===== src/logic/qpms_pkg.sv =====
// Purpose: shared constants and types of the quartz period measurement sequencer
// Assumes: 125 MHz core clock, classic Wishbone register bus with 32-bit data
// Notes: window settings count 20 ms steps
package qpms_pkg;
  localparam int unsigned CLK_HZ = 125_000_000;
  localparam int unsigned STEP_MS = 20;
  localparam int unsigned STEP_CYCLES_DEF = CLK_HZ / 1000 * STEP_MS;
  localparam int unsigned WIN_W = 13;
  localparam logic [WIN_W-1:0] WIN_MIN = 13'h0001;
  localparam logic [WIN_W-1:0] WIN_MAX = 13'h1999;
  localparam logic [WIN_W-1:0] WIN_RST = 13'h0032;
  localparam int unsigned CNT_W = 40;
  localparam int unsigned EDGE_W = 24;
  localparam int unsigned ADDR_W = 8;
  localparam logic [ADDR_W-1:0] REG_CTRL = 8'h00;
  localparam logic [ADDR_W-1:0] REG_PWIN = 8'h04;
  localparam logic [ADDR_W-1:0] REG_TWIN = 8'h08;
  localparam logic [ADDR_W-1:0] REG_TARE = 8'h0C;
  localparam logic [ADDR_W-1:0] REG_STAT = 8'h10;
  localparam logic [ADDR_W-1:0] REG_TOFS = 8'h14;
  localparam int unsigned CTRL_TARE_BIT = 0;
  localparam int unsigned CTRL_HS_LSB = 8;
  localparam int unsigned HS_W = 8;
  localparam logic [HS_W-1:0] HS_RST = 8'h10;
  localparam int unsigned STAT_BUSY_BIT = 0;
  localparam int unsigned STAT_HELD_BIT = 1;
  localparam int unsigned STAT_MODE_LSB = 2;
  localparam int unsigned STAT_TARE_BIT = 4;

  typedef enum logic [1:0] {MT_PRESS, MT_TEMP, MT_PPER, MT_TPER} qpms_meas_t;
  typedef enum logic [1:0] {MD_SINGLE, MD_CONT, MD_FAST, MD_HOLD} qpms_mode_t;

  typedef struct packed {
    qpms_meas_t kind;
    logic tare_mark;
    logic [CNT_W-1:0] value;
    logic [EDGE_W-1:0] edges;
  } qpms_rec_t;

  typedef struct packed {
    logic single;
    logic cont;
    logic fast;
    logic stop;
    logic trigger;
    logic read_held;
    logic tare_capture;
  } qpms_cmd_t;
endpackage


===== src/logic/qpms_sequencer.sv =====
// Purpose: sequences temperature and pressure period measurements into result records
// Assumes: host commands arrive as one-cycle strobes from a command decoder
// Notes: compensation arithmetic lives downstream; records carry cycles and edge counts
// Behaviour
// - each period is found by counting the signal over a gate, longer gate finer.
// - gate programmable from 0.02 s to 131.06 s in 0.02 s steps.
// - pressure and temperature gates are separate, independently writable settings.
// - pressure: measure temperature, derive it, measure pressure, compute, then output.
// - temperature reading: measure temperature period only, derive, then output.
// - period reading: measure chosen signal, output raw period, no compensation.
// - raw period results leave only through the serial record output.
// - single mode yields exactly one result per single request.
// - continuous mode repeats results back to back until the host stops it.
// - fast continuous mode measures temperature only occasionally, mostly pressure.
// - sample and hold keeps the result until a separate read request.
// - with tare on, stored tare is subtracted; loadable from pressure or host.
// - records carry a tare marker while tare is in effect.
// - output stalls limit rate only, never change gate length or resolution.
//
// Our own choices: the Wishbone slave port and the register addresses.
`timescale 1ns/1ps
module qpms_sequencer import qpms_pkg::*; #(
  parameter int unsigned STEP_CYCLES = STEP_CYCLES_DEF
) (
  input wire logic core_clk_i,  // core clock, 125 MHz
  input wire logic rstn_i,  // async reset, active low
  input wire logic press_sig_i,  // pressure square wave
  input wire logic temp_sig_i,  // temperature square wave
  input wire qpms_cmd_t cmd_i,  // command strobes
  input wire qpms_meas_t cmd_type_i,  // measurement type with a strobe
  input wire logic wb_cyc_i,  // wishbone cycle
  input wire logic wb_stb_i,  // wishbone strobe
  input wire logic wb_we_i,  // wishbone write
  input wire logic [ADDR_W-1:0] wb_adr_i,  // wishbone byte address
  input wire logic [3:0] wb_sel_i,  // wishbone byte selects
  input wire logic [31:0] wb_dat_i,  // wishbone write data
  output logic [31:0] wb_dat_o,  // wishbone read data
  output logic wb_ack_o,  // wishbone acknowledge
  output qpms_rec_t rec_o,  // result record to serial formatter
  output logic rec_valid_o,  // record available
  input wire logic rec_ready_i  // serial path takes record
);
  typedef enum logic [2:0] {S_IDLE, S_TMEAS, S_TCALC, S_PMEAS, S_PCALC, S_EMIT} qpms_state_t;
  qpms_state_t state;
  qpms_mode_t mode;
  qpms_meas_t mtype;
  qpms_rec_t rec, held;
  logic held_valid;
  logic tare_en;
  logic [HS_W-1:0] hs_every, hs_cnt;
  logic [WIN_W-1:0] p_win, t_win;
  logic [31:0] tare_val, t_ofs;
  logic [CNT_W-1:0] press_raw;
  logic t_start, p_start, t_done, p_done, abort;
  logic [CNT_W-1:0] t_cycles, p_cycles;
  logic [EDGE_W-1:0] t_edges, p_edges;
  logic buf_ready, push;
  logic wb_req, wb_wr;
  logic start_any, start_fast, busy;
  qpms_meas_t start_type;
  logic [31:0] rd_data;

  function automatic logic [31:0] merge(input logic [31:0] old, input logic [31:0] nw,
                                        input logic [3:0] sel);
    logic [31:0] r;
    r = old;
    for (int i = 0; i < 4; i++) begin
      if (sel[i]) begin
        r[i*8 +: 8] = nw[i*8 +: 8];
      end
    end
    return r;
  endfunction

  // two identical counters keep the two gates fully independent
  qpms_period_counter #(.STEP_CYCLES(STEP_CYCLES)) u_tcnt (
    .core_clk_i(core_clk_i),
    .rstn_i(rstn_i),
    .sig_i(temp_sig_i),
    .start_i(t_start),
    .abort_i(abort),
    .steps_i(t_win),
    .done_o(t_done),
    .cycles_o(t_cycles),
    .edges_o(t_edges)
  );
  qpms_period_counter #(.STEP_CYCLES(STEP_CYCLES)) u_pcnt (
    .core_clk_i(core_clk_i),
    .rstn_i(rstn_i),
    .sig_i(press_sig_i),
    .start_i(p_start),
    .abort_i(abort),
    .steps_i(p_win),
    .done_o(p_done),
    .cycles_o(p_cycles),
    .edges_o(p_edges)
  );

  // records only leave here, through the buffer, to the serial formatter
  qpms_buf2 #(.WIDTH($bits(qpms_rec_t))) u_buf (
    .core_clk_i(core_clk_i),
    .rstn_i(rstn_i),
    .in_valid_i(state == S_EMIT && mode != MD_HOLD),
    .in_ready_o(buf_ready),
    .in_data_i(rec),
    .out_valid_o(rec_valid_o),
    .out_ready_i(rec_ready_i),
    .out_data_o(rec_o)
  );

  assign busy = (state != S_IDLE);
  assign push = (state == S_EMIT) && (mode != MD_HOLD) && buf_ready;
  assign abort = cmd_i.stop;
  assign start_any = (state == S_IDLE) && (cmd_i.single | cmd_i.cont | cmd_i.fast |
                     cmd_i.trigger);
  assign start_type = cmd_i.fast ? MT_PRESS : cmd_type_i;
  // next cycle of a running fast continuous sequence
  assign start_fast = (mode == MD_FAST) && push && !cmd_i.stop;

  // measurement sequence
  always_ff @(posedge core_clk_i or negedge rstn_i) begin
    if (!rstn_i) begin
      state <= S_IDLE;
      mode <= MD_SINGLE;
      mtype <= MT_PRESS;
      t_start <= 1'b0;
      p_start <= 1'b0;
      hs_cnt <= '0;
    end else begin
      t_start <= 1'b0;
      p_start <= 1'b0;
      if (cmd_i.stop) begin
        state <= S_IDLE;
      end else begin
        case (state)
          S_IDLE: begin
            if (start_any) begin
              mtype <= start_type;
              mode <= cmd_i.fast ? MD_FAST : cmd_i.cont ? MD_CONT :
                      cmd_i.trigger ? MD_HOLD : MD_SINGLE;
              hs_cnt <= '0;
              if (start_type == MT_PPER) begin
                state <= S_PMEAS;
                p_start <= 1'b1;
              end else begin
                state <= S_TMEAS;
                t_start <= 1'b1;
              end
            end else if (cmd_i.read_held && held_valid) begin
              mode <= MD_SINGLE;
              state <= S_EMIT;
            end
          end
          S_TMEAS: begin
            if (t_done) begin
              state <= (mtype == MT_TPER) ? S_EMIT : S_TCALC;
            end
          end
          S_TCALC: begin
            if (mtype == MT_PRESS) begin
              state <= S_PMEAS;
              p_start <= 1'b1;
            end else begin
              state <= S_EMIT;
            end
          end
          S_PMEAS: begin
            if (p_done) begin
              state <= (mtype == MT_PPER) ? S_EMIT : S_PCALC;
            end
          end
          S_PCALC: state <= S_EMIT;
          S_EMIT: begin
            if (mode == MD_HOLD) begin
              state <= S_IDLE;
            end else if (push) begin
              if (mode == MD_CONT) begin
                if (mtype == MT_PPER) begin
                  state <= S_PMEAS;
                  p_start <= 1'b1;
                end else begin
                  state <= S_TMEAS;
                  t_start <= 1'b1;
                end
              end else if (mode == MD_FAST) begin
                if (hs_cnt == '0) begin
                  hs_cnt <= hs_every;
                  state <= S_TMEAS;
                  t_start <= 1'b1;
                end else begin
                  hs_cnt <= hs_cnt - 1'b1;
                  state <= S_PMEAS;
                  p_start <= 1'b1;
                end
              end else begin
                state <= S_IDLE;
              end
            end
          end
          default: state <= S_IDLE;
        endcase
      end
    end
  end

  // derived values and the outgoing record
  always_ff @(posedge core_clk_i or negedge rstn_i) begin
    if (!rstn_i) begin
      rec <= '0;
      press_raw <= '0;
    end else begin
      if (state == S_IDLE && cmd_i.read_held && held_valid && !start_any) begin
        rec <= held;
      end
      if (state == S_TMEAS && t_done) begin
        rec <= '{kind: mtype, tare_mark: tare_en, value: t_cycles, edges: t_edges};
      end
      if (state == S_TCALC) begin
        rec.value <= rec.value - CNT_W'(t_ofs);
      end
      if (state == S_PMEAS && p_done) begin
        press_raw <= p_cycles;
        rec <= '{kind: mtype, tare_mark: tare_en, value: p_cycles, edges: p_edges};
      end
      if (state == S_PCALC) begin
        rec.value <= tare_en ? press_raw - CNT_W'(tare_val) : press_raw;
        rec.tare_mark <= tare_en;
      end
    end
  end

  // held result for sample and hold; set and clear never meet in one state
  always_ff @(posedge core_clk_i or negedge rstn_i) begin
    if (!rstn_i) begin
      held <= '0;
      held_valid <= 1'b0;
    end else begin
      if (state == S_EMIT && mode == MD_HOLD) begin
        held <= rec;
        held_valid <= 1'b1;
      end else if (state == S_IDLE && cmd_i.read_held && !start_any) begin
        held_valid <= 1'b0;
      end
    end
  end

  // wishbone slave, one wait state, unmapped reads return zero
  assign wb_req = wb_cyc_i & wb_stb_i & ~wb_ack_o;
  assign wb_wr = wb_req & wb_we_i;
  always_comb begin
    rd_data = '0;
    case (wb_adr_i)
      REG_CTRL: begin
        rd_data[CTRL_TARE_BIT] = tare_en;
        rd_data[CTRL_HS_LSB +: HS_W] = hs_every;
      end
      REG_PWIN: rd_data[WIN_W-1:0] = p_win;
      REG_TWIN: rd_data[WIN_W-1:0] = t_win;
      REG_TARE: rd_data = tare_val;
      REG_STAT: begin
        rd_data[STAT_BUSY_BIT] = busy;
        rd_data[STAT_HELD_BIT] = held_valid;
        rd_data[STAT_MODE_LSB +: 2] = mode;
        rd_data[STAT_TARE_BIT] = tare_en;
      end
      REG_TOFS: rd_data = t_ofs;
      default: rd_data = '0;
    endcase
  end

  always_ff @(posedge core_clk_i or negedge rstn_i) begin
    if (!rstn_i) begin
      wb_ack_o <= 1'b0;
      wb_dat_o <= '0;
    end else begin
      wb_ack_o <= wb_req;
      wb_dat_o <= rd_data;
    end
  end

  // settings; each window is clamped into its legal step range
  always_ff @(posedge core_clk_i or negedge rstn_i) begin
    if (!rstn_i) begin
      tare_en <= 1'b0;
      hs_every <= HS_RST;
      p_win <= WIN_RST;
      t_win <= WIN_RST;
      tare_val <= '0;
      t_ofs <= '0;
    end else begin
      if (wb_wr && wb_adr_i == REG_CTRL) begin
        if (wb_sel_i[0]) begin
          tare_en <= wb_dat_i[CTRL_TARE_BIT];
        end
        if (wb_sel_i[1]) begin
          hs_every <= wb_dat_i[CTRL_HS_LSB +: HS_W];
        end
      end
      if (wb_wr && wb_adr_i == REG_PWIN) begin
        p_win <= clamp(merge({19'h0, p_win}, wb_dat_i, wb_sel_i));
      end
      if (wb_wr && wb_adr_i == REG_TWIN) begin
        t_win <= clamp(merge({19'h0, t_win}, wb_dat_i, wb_sel_i));
      end
      if (cmd_i.tare_capture) begin
        tare_val <= press_raw[31:0];
      end else if (wb_wr && wb_adr_i == REG_TARE) begin
        tare_val <= merge(tare_val, wb_dat_i, wb_sel_i);
      end
      if (wb_wr && wb_adr_i == REG_TOFS) begin
        t_ofs <= merge(t_ofs, wb_dat_i, wb_sel_i);
      end
    end
  end

  function automatic logic [WIN_W-1:0] clamp(input logic [31:0] v);
    if (v < 32'(WIN_MIN)) begin
      return WIN_MIN;
    end
    if (v > 32'(WIN_MAX)) begin
      return WIN_MAX;
    end
    return v[WIN_W-1:0];
  endfunction

  a_single_once: assert property (@(posedge core_clk_i) disable iff (!rstn_i)
      (push && mode == MD_SINGLE && !cmd_i.stop) |=> state == S_IDLE ##1 !push)
    else $error("single request produced more than one result");
  a_cont_repeat: assert property (@(posedge core_clk_i) disable iff (!rstn_i)
      (push && mode == MD_CONT && !cmd_i.stop) |=> (state == S_TMEAS || state == S_PMEAS))
    else $error("continuous mode stopped without a stop request");
  a_press_order: assert property (@(posedge core_clk_i) disable iff (!rstn_i)
      (state == S_TCALC && mtype == MT_PRESS && !cmd_i.stop) |=> state == S_PMEAS && p_start)
    else $error("pressure period not measured after temperature");
  a_temp_only: assert property (@(posedge core_clk_i) disable iff (!rstn_i)
      (state == S_TMEAS && t_done && mtype == MT_TEMP && !cmd_i.stop)
      |=> state == S_TCALC ##1 (state == S_EMIT || $past(cmd_i.stop)))
    else $error("temperature reading took a wrong path");
  a_raw_period: assert property (@(posedge core_clk_i) disable iff (!rstn_i)
      (push && rec.kind == MT_PPER && mode != MD_SINGLE) |-> rec.value == press_raw)
    else $error("pressure period record was altered");
  a_tare_sub: assert property (@(posedge core_clk_i) disable iff (!rstn_i)
      (state == S_PCALC && tare_en && !cmd_i.stop)
      |=> rec.value == $past(press_raw) - CNT_W'($past(tare_val)))
    else $error("tare not subtracted from pressure");
  a_tare_mark: assert property (@(posedge core_clk_i) disable iff (!rstn_i)
      (state == S_PCALC && !cmd_i.stop) |=> rec.tare_mark == $past(tare_en))
    else $error("tare marker does not follow tare state");
  a_hold_quiet: assert property (@(posedge core_clk_i) disable iff (!rstn_i)
      (state == S_EMIT && mode == MD_HOLD) |-> !push ##1 held_valid)
    else $error("held result was output without a read request");
  a_fast_skip: assert property (@(posedge core_clk_i) disable iff (!rstn_i)
      (start_fast && hs_cnt != '0) |=> state == S_PMEAS && hs_cnt == $past(hs_cnt) - 1'b1)
    else $error("fast mode measured temperature too often");
  a_stall_gate: assert property (@(posedge core_clk_i) disable iff (!rstn_i)
      (state == S_EMIT && !buf_ready && mode != MD_HOLD && !cmd_i.stop) |=> state == S_EMIT)
    else $error("record dropped under output stall");
endmodule


===== src/logic/qpms_period_counter.sv =====
// Purpose: reciprocal period counter over a gate of whole input periods
// Assumes: sig_i is asynchronous to core_clk_i
// Notes: period = cycles_o / edges_o; a longer gate gives finer resolution
`timescale 1ns/1ps
module qpms_period_counter import qpms_pkg::*; #(
  parameter int unsigned STEP_CYCLES = STEP_CYCLES_DEF
) (
  input wire logic core_clk_i,  // core clock
  input wire logic rstn_i,  // async reset, active low
  input wire logic sig_i,  // transducer square wave
  input wire logic start_i,  // start one measurement
  input wire logic abort_i,  // abandon the measurement
  input wire logic [WIN_W-1:0] steps_i,  // gate length in 20 ms steps
  output logic done_o,  // result ready pulse
  output logic [CNT_W-1:0] cycles_o,  // clock cycles over the gate
  output logic [EDGE_W-1:0] edges_o  // input periods over the gate
);
  typedef enum logic [1:0] {C_IDLE, C_ARM, C_GATE, C_CLOSE} qpms_cstate_t;
  qpms_cstate_t state;
  logic s1, s2, s3;
  logic rise;
  logic [31:0] div;
  logic step_tick;
  logic [WIN_W-1:0] step_cnt, eff;
  logic [CNT_W-1:0] cyc;
  logic [EDGE_W-1:0] edg;

  always_ff @(posedge core_clk_i or negedge rstn_i) begin
    if (!rstn_i) begin
      s1 <= 1'b0;
      s2 <= 1'b0;
      s3 <= 1'b0;
    end else begin
      s1 <= sig_i;
      s2 <= s1;
      s3 <= s2;
    end
  end
  assign rise = s2 & ~s3;
  assign eff = (steps_i < WIN_MIN) ? WIN_MIN : steps_i;
  assign step_tick = (div == STEP_CYCLES - 1);

  // gate opens and closes on input edges so only whole periods are counted
  always_ff @(posedge core_clk_i or negedge rstn_i) begin
    if (!rstn_i) begin
      state <= C_IDLE;
      div <= '0;
      step_cnt <= '0;
      cyc <= '0;
      edg <= '0;
      done_o <= 1'b0;
      cycles_o <= '0;
      edges_o <= '0;
    end else begin
      done_o <= 1'b0;
      if (abort_i) begin
        state <= C_IDLE;
      end else begin
        case (state)
          C_IDLE: begin
            if (start_i) begin
              state <= C_ARM;
            end
          end
          C_ARM: begin
            if (rise) begin
              state <= C_GATE;
              div <= '0;
              step_cnt <= '0;
              cyc <= '0;
              edg <= '0;
            end
          end
          C_GATE: begin
            cyc <= cyc + 1'b1;
            if (rise) begin
              edg <= edg + 1'b1;
            end
            div <= step_tick ? '0 : div + 1'b1;
            if (step_tick) begin
              step_cnt <= step_cnt + 1'b1;
              if (step_cnt == eff - 1'b1) begin
                state <= C_CLOSE;
              end
            end
          end
          C_CLOSE: begin
            if (rise) begin
              state <= C_IDLE;
              done_o <= 1'b1;
              cycles_o <= cyc + 1'b1;
              edges_o <= edg + 1'b1;
            end else begin
              cyc <= cyc + 1'b1;
            end
          end
          default: state <= C_IDLE;
        endcase
      end
    end
  end

  a_gate_length: assert property (@(posedge core_clk_i) disable iff (!rstn_i)
      (state == C_GATE && !abort_i && step_tick && step_cnt == eff - 1'b1)
      |=> state == C_CLOSE)
    else $error("gate did not close after the programmed steps");
  a_result_edges: assert property (@(posedge core_clk_i) disable iff (!rstn_i)
      done_o |-> (edges_o != '0 && cycles_o >= CNT_W'(STEP_CYCLES)))
    else $error("result spans no whole period or too short a gate");
endmodule


===== src/logic/qpms_buf2.sv =====
// Purpose: two-entry buffer with valid and ready on both sides
// Assumes: one clock
// Notes: in_ready_o falls only when both entries hold a word
`timescale 1ns/1ps
module qpms_buf2 import qpms_pkg::*; #(
  parameter int unsigned WIDTH = 8
) (
  input wire logic core_clk_i,  // core clock
  input wire logic rstn_i,  // async reset, active low
  input wire logic in_valid_i,  // word offered
  output logic in_ready_o,  // room for a word
  input wire logic [WIDTH-1:0] in_data_i,  // word in
  output logic out_valid_o,  // word available
  input wire logic out_ready_i,  // receiver takes word
  output logic [WIDTH-1:0] out_data_o  // word out
);
  logic [WIDTH-1:0] mem [2];
  logic rd_ptr, wr_ptr;
  logic [1:0] count;
  logic push, pop;

  assign in_ready_o = (count != 2'h2);
  assign out_valid_o = (count != 2'h0);
  assign push = in_valid_i & in_ready_o;
  assign pop = out_valid_o & out_ready_i;
  assign out_data_o = mem[rd_ptr];

  always_ff @(posedge core_clk_i or negedge rstn_i) begin
    if (!rstn_i) begin
      mem[0] <= '0;
      mem[1] <= '0;
      wr_ptr <= 1'b0;
      rd_ptr <= 1'b0;
      count <= 2'h0;
    end else begin
      if (push) begin
        mem[wr_ptr] <= in_data_i;
        wr_ptr <= ~wr_ptr;
      end
      if (pop) begin
        rd_ptr <= ~rd_ptr;
      end
      count <= count + {1'b0, push} - {1'b0, pop};
    end
  end
endmodule


===== config.mk =====
export PLATFORM = sky130hd
export DESIGN_NAME = qpms_sequencer
export DESIGN_NICKNAME = d
export VERILOG_FILES = /design/src/logic/qpms_pkg.sv /design/src/logic/qpms_sequencer.sv /design/src/logic/qpms_period_counter.sv /design/src/logic/qpms_buf2.sv
export SDC_FILE = /design/constraint.sdc
export NUM_CORES = 2
export LEC_CHECK = 0
export ABC_AREA = 1
export BUFFER_PORTS_ARGS = -buffer_cell sky130_fd_sc_hd__clkbuf_2
export CORE_MARGIN = 2
export CORE_UTILIZATION = 44
export CTS_CLUSTER_SIZE = 10
export DETAILED_ROUTE_END_ITERATION = 6
export GPL_ROUTABILITY_DRIVEN = 0
export PLACE_DENSITY = 0.61
export SYNTH_ARGS = -nofsm -noshare
export SYNTH_HDL_FRONTEND = slang
export SYNTH_SLANG_ARGS = --single-unit

===== constraint.sdc =====
create_clock -name core_clk_i -period 3.3 [get_ports core_clk_i]
set_input_delay 0.825 -clock core_clk_i [delete_from_list [all_inputs] [get_ports core_clk_i]]
set_output_delay 0.825 -clock core_clk_i [all_outputs]
set_load 0.1 [all_outputs]

==> results.json <==
{
  "worst-setup-path-type": "reg -> out",
  "grt_usage_pct": 26.3,
  "drt_iter0_drc": 3673,
  "drv_slew": 0,
  "synth_ff_type": "dfrtp_1",
  "grt_pass1_wl_um": 221000,
  "fin_worst_skew_ns": 0.0320,
  "hpwl_um": 106000,
  "io_pins": 162,
  "route.met3.wl_um": 7720,
  "cp_max_fo": 18,
  "p_sw_w": 0.0155,
  "portBuffers": 161,
  "ys_seq_area_share_pct": 45.1,
  "grt_pass1_vias": 38700,
  "fmax_ghz": 0.315,
  "netlist.area_leader.share_pct": 44.7,
  "setup_viol": 0,
  "post-place-cells": 7406,
  "worst_setup_path_end_kind": "primary output",
  "wl_per_cell_um": 18.7,
  "cp-start-kind": "register",
  "yosysUniqueCellTypes": 68,
  "status": "completed",
  "synth_cells": 5984,
  "die_w_um": 326,
  "dr.pass1.iters": 7,
  "pwr-share-clk_pct": 27.6,
  "hp-class": "in -> async",
  "finalCriticalPeriod_ns": 3.17,
  "synth_nets": 6136,
  "stdcell_count": 7560,
  "coreArea_mm2": 0.102,
  "path_cells": "buf_4, o21ai_1, clkbuf_4",
  "crit_required_ns": 2.47,
  "drcViolationCount": 0,
  "path_buf_inv": 2,
  "grt_antenna_before_repair": 5,
  "cts_tree": "done",
  "p_leak_nw": 24.3,
  "cts_root_buf": "clkbuf_16",
  "ir_worst_vdd_mv": 0.754,
  "ys_top_cells_by_area": "dfrtp_1 (45%), nand2_1 (13%), o21ai_0 (7.3%), inv_1 (6.9%), nor2_1 (3.2%)",
  "rsz0062_at_grt": "false",
  "maxCapViolCount": 0,
  "routed_via_density": 5.36,
  "tns_ns": 0,
  "hold_ws_ns": 0.0585,
  "synth_seq_cells": 820,
  "start_util_pct": 44.5,
  "dr_wl_met2_um": 66900,
  "htreeDepth": 3,
  "clk_pin_slew_worst_paths_ns": 0.06,
  "critPathSlowestCell": "dfrtp_4",
  "nets": 6291,
  "synth_largest_area_cell": "dfrtp_1",
  "p_int_w": 0.0213,
  "switching_share_pct": 42.1,
  "holdBufCountCts": 0,
  "wl_met1_um": 61600,
  "period_share_pct": 96.2,
  "maxUsedRoutingLayer": "met5",
  "die-area_mm2": 0.106,
  "cts_buffers": 98,
  "clock-sinks": 820,
  "power_frac_seq_pct": 36.9,
  "routed_wl_um": 142000,
  "final_layout_size_suffix_gt1_share_pct": 8.69,
  "clk_path_buf_depth": 3,
  "insertion_delay_ns": 0.69,
  "cpPeakStageDelay_ns": 0.61,
  "grt_max_degree": 123,
  "grt-ovfl-total": 0,
  "async_flop_share_pct": 100,
  "hold_violations": 0,
  "relSlewSlack_pct": 37.2,
  "synthToLayoutAreaGrowth_pct": 12.5,
  "crit_family": "buffers and inverters",
  "fp.dieH_um": 326,
  "synth-edff-count": 0,
  "nFillCells": 10200,
  "ys_warn_count": 0,
  "p_comb_share_pct": 35.5,
  "via_count": 40500,
  "num_rows": 117,
  "syn_area_mm2": 0.0455,
  "drtAntennaViolNets": 0,
  "tightestPinTransition_ns": 0.943,
  "syn_area_per_cell_um2": 7.61,
  "cp.arrival_ns": 2.35,
  "pwr_density_cell_mw_per_mm2": 720
}
-- through the flow --
stage | util (%) | instance area, um2 | setup WS [ns] | total power (W)
4_1_cts | 50.0 | 51100 | 0.00125 | 0.0370
6_report | 50.1 | 51200 | 0.127 | 0.0369
3_5_place_dp | 47.1 | 48200 | 0.332 | 0.0267
5_1_grt | 50.1 | 51200 | 0.0530 | 0.0390
3_3_place_gp | 47.1 | 48200 | 0.318 | 0.0264
2_1_floorplan | - | 45500 | -0.367 | 0.0228
-- timing repair --
action / 4_1_cts / 5_1_grt
gates resized for setup: 17 / 27
buffers inserted: 0 / 1
endpoints found under the setup margin: 17 / 21
-- worst reg2reg max path: stages, from the launching register on --
cell      delay [ns]
dfrtp_1         0.42
ha_1            0.23
fa_1            0.41
inv_1           0.16
nand3_1         0.09
nand3_1         0.21
nand2_1         0.09
nand2_1         0.15
nand2_1         0.07
nand2_1         0.15
nand2_1         0.11
nand3_1         0.10
nand2_1         0.05
o21bai_1        0.28
nand2_1         0.09
a21oi_1         0.14
a21oi_1         0.08
-- kinds of logic after synthesis --
| logic type | after synthesis | share of synthesized area [%] |
|---|---|---|
| xor gates and xnor gates | 179 | 3.53 |
| muxes | 34 | 0.838 |
| DFF | 820 | 45.1 |
| buffers and inverters | 1054 | 8.96 |
| AOI/OAI and AO/OA | 1230 | 15.2 |
| and+or+nand+nor | 2576 | 23.9 |
| adders and majority gates | 91 | 2.53 |
-- layer usage --
metal	track usage (%)	vias up
li1	-	19700
met1	35.3	19300
met3	3.47	268
met2	43.7	1247
met5	0	-
met4	9.06	8
-- registers in the layout, indices dropped and copies added (netlist names), 8 cells and up --
name	cells
u_tcnt.edg	24
p_win	13
held	67
t_win	13
u_pcnt.cyc	40
wb_dat_o	32
u_tcnt.step_cnt	13
u_pcnt.cycles_o	40
u_pcnt.edg	24
u_buf.mem	134
u_tcnt.div	32
hs_every	8
u_tcnt.cycles_o	40
t_ofs	32
u_pcnt.div	32
hs_cnt	8
u_tcnt.edges_o	24
press_raw	40
u_pcnt.edges_o	24
rec	67
u_tcnt.cyc	40
u_pcnt.step_cnt	13
tare_val	32
-- power groups by stage --
stage | clock (W) | sequential, W | combinational [W]
3_5_place_dp | 0 | 0.0138 | 0.0129
2_1_floorplan | 0 | 0.0130 | 0.00973
5_1_grt | 0.0108 | 0.0138 | 0.0144
6_report | 0.0102 | 0.0136 | 0.0131
4_1_cts | 0.0104 | 0.0136 | 0.0130
3_3_place_gp | 0 | 0.0137 | 0.0127
-- worst paths after layout --
check | from | end | slack [ns] | depth (start not counted)
setup / recovery | u_buf.rd_ptr$_DFFE_PN0P_ | rec_o[24] | 0.13 | 3
hold / removal | rstn_i | press_raw[24]$_DFFE_PN0P_ | 0.06 | 1
setup reg to reg | t_ofs[0]$_DFFE_PN0P_ | rec[52]$_DFFE_PN0P_ | 0.35 | 16
hold reg to reg | u_pcnt.s1$_DFF_PN0_ | u_pcnt.s2$_DFF_PN0_ | 0.35 | 0
max in group asynchronous | rstn_i | u_tcnt.div[11]$_DFFE_PN0P_ | 2.21 | 2
min in group core_clk_i | temp_sig_i | u_tcnt.s1$_DFF_PN0_ | 0.25 | 1
-- synth_stat cells, types with 15 or more instances --
master,count
xnor2_1,23
buf_2,37
o21a_1,41
xor2_1,153
a21oi_1,247
nor4_1,31
nor2_1,387
nor3_1,100
nand4_1,76
nand3_1,250
o22ai_1,96
mux2_2,33
dfrtp_1,813
a31oi_1,15
nand2_1,1628
inv_2,18
o21ai_0,662
clkbuf_1,140
inv_1,831
ha_1,89
o211ai_1,69
nor2_2,29
-- final cells by class --
cell class / count / area, um2 / share of cell area [%]
Antenna cell: 2 / 5.00 / 0.00978
Sequential cell: 820 / 20500 / 40.1
Clock buffer: 137 / 2700 / 5.27
Inverter: 855 / 3210 / 6.27
Multi-Input combinational cell: 4110 / 21000 / 41.0
Clock inverter: 14 / 236 / 0.462
Tap cell: 1368 / 1710 / 3.34
Timing Repair Buffer: 254 / 1820 / 3.55
-- layout by cell type (no fill, tap or decap), types with 18 or more instances in the layout --
cell and count:
a21oi_1 247, buf_12 18, buf_4 74, clkbuf_1 30, clkbuf_16 99, clkbuf_2 129, clkbuf_4 29, dfrtp_1 812
ha_1 89, inv_1 829, inv_2 20, mux2_2 33, nand2_1 1627, nand3_1 250, nand4_1 76, nor2_1 381
nor2_2 29, nor3_1 100, nor4_1 31, o211ai_1 69, o21a_1 41, o21ai_0 620, o21ai_1 50, o22ai_1 96
xnor2_1 23, xor2_1 153
Note: power is estimated with default switching activity, not from simulation.
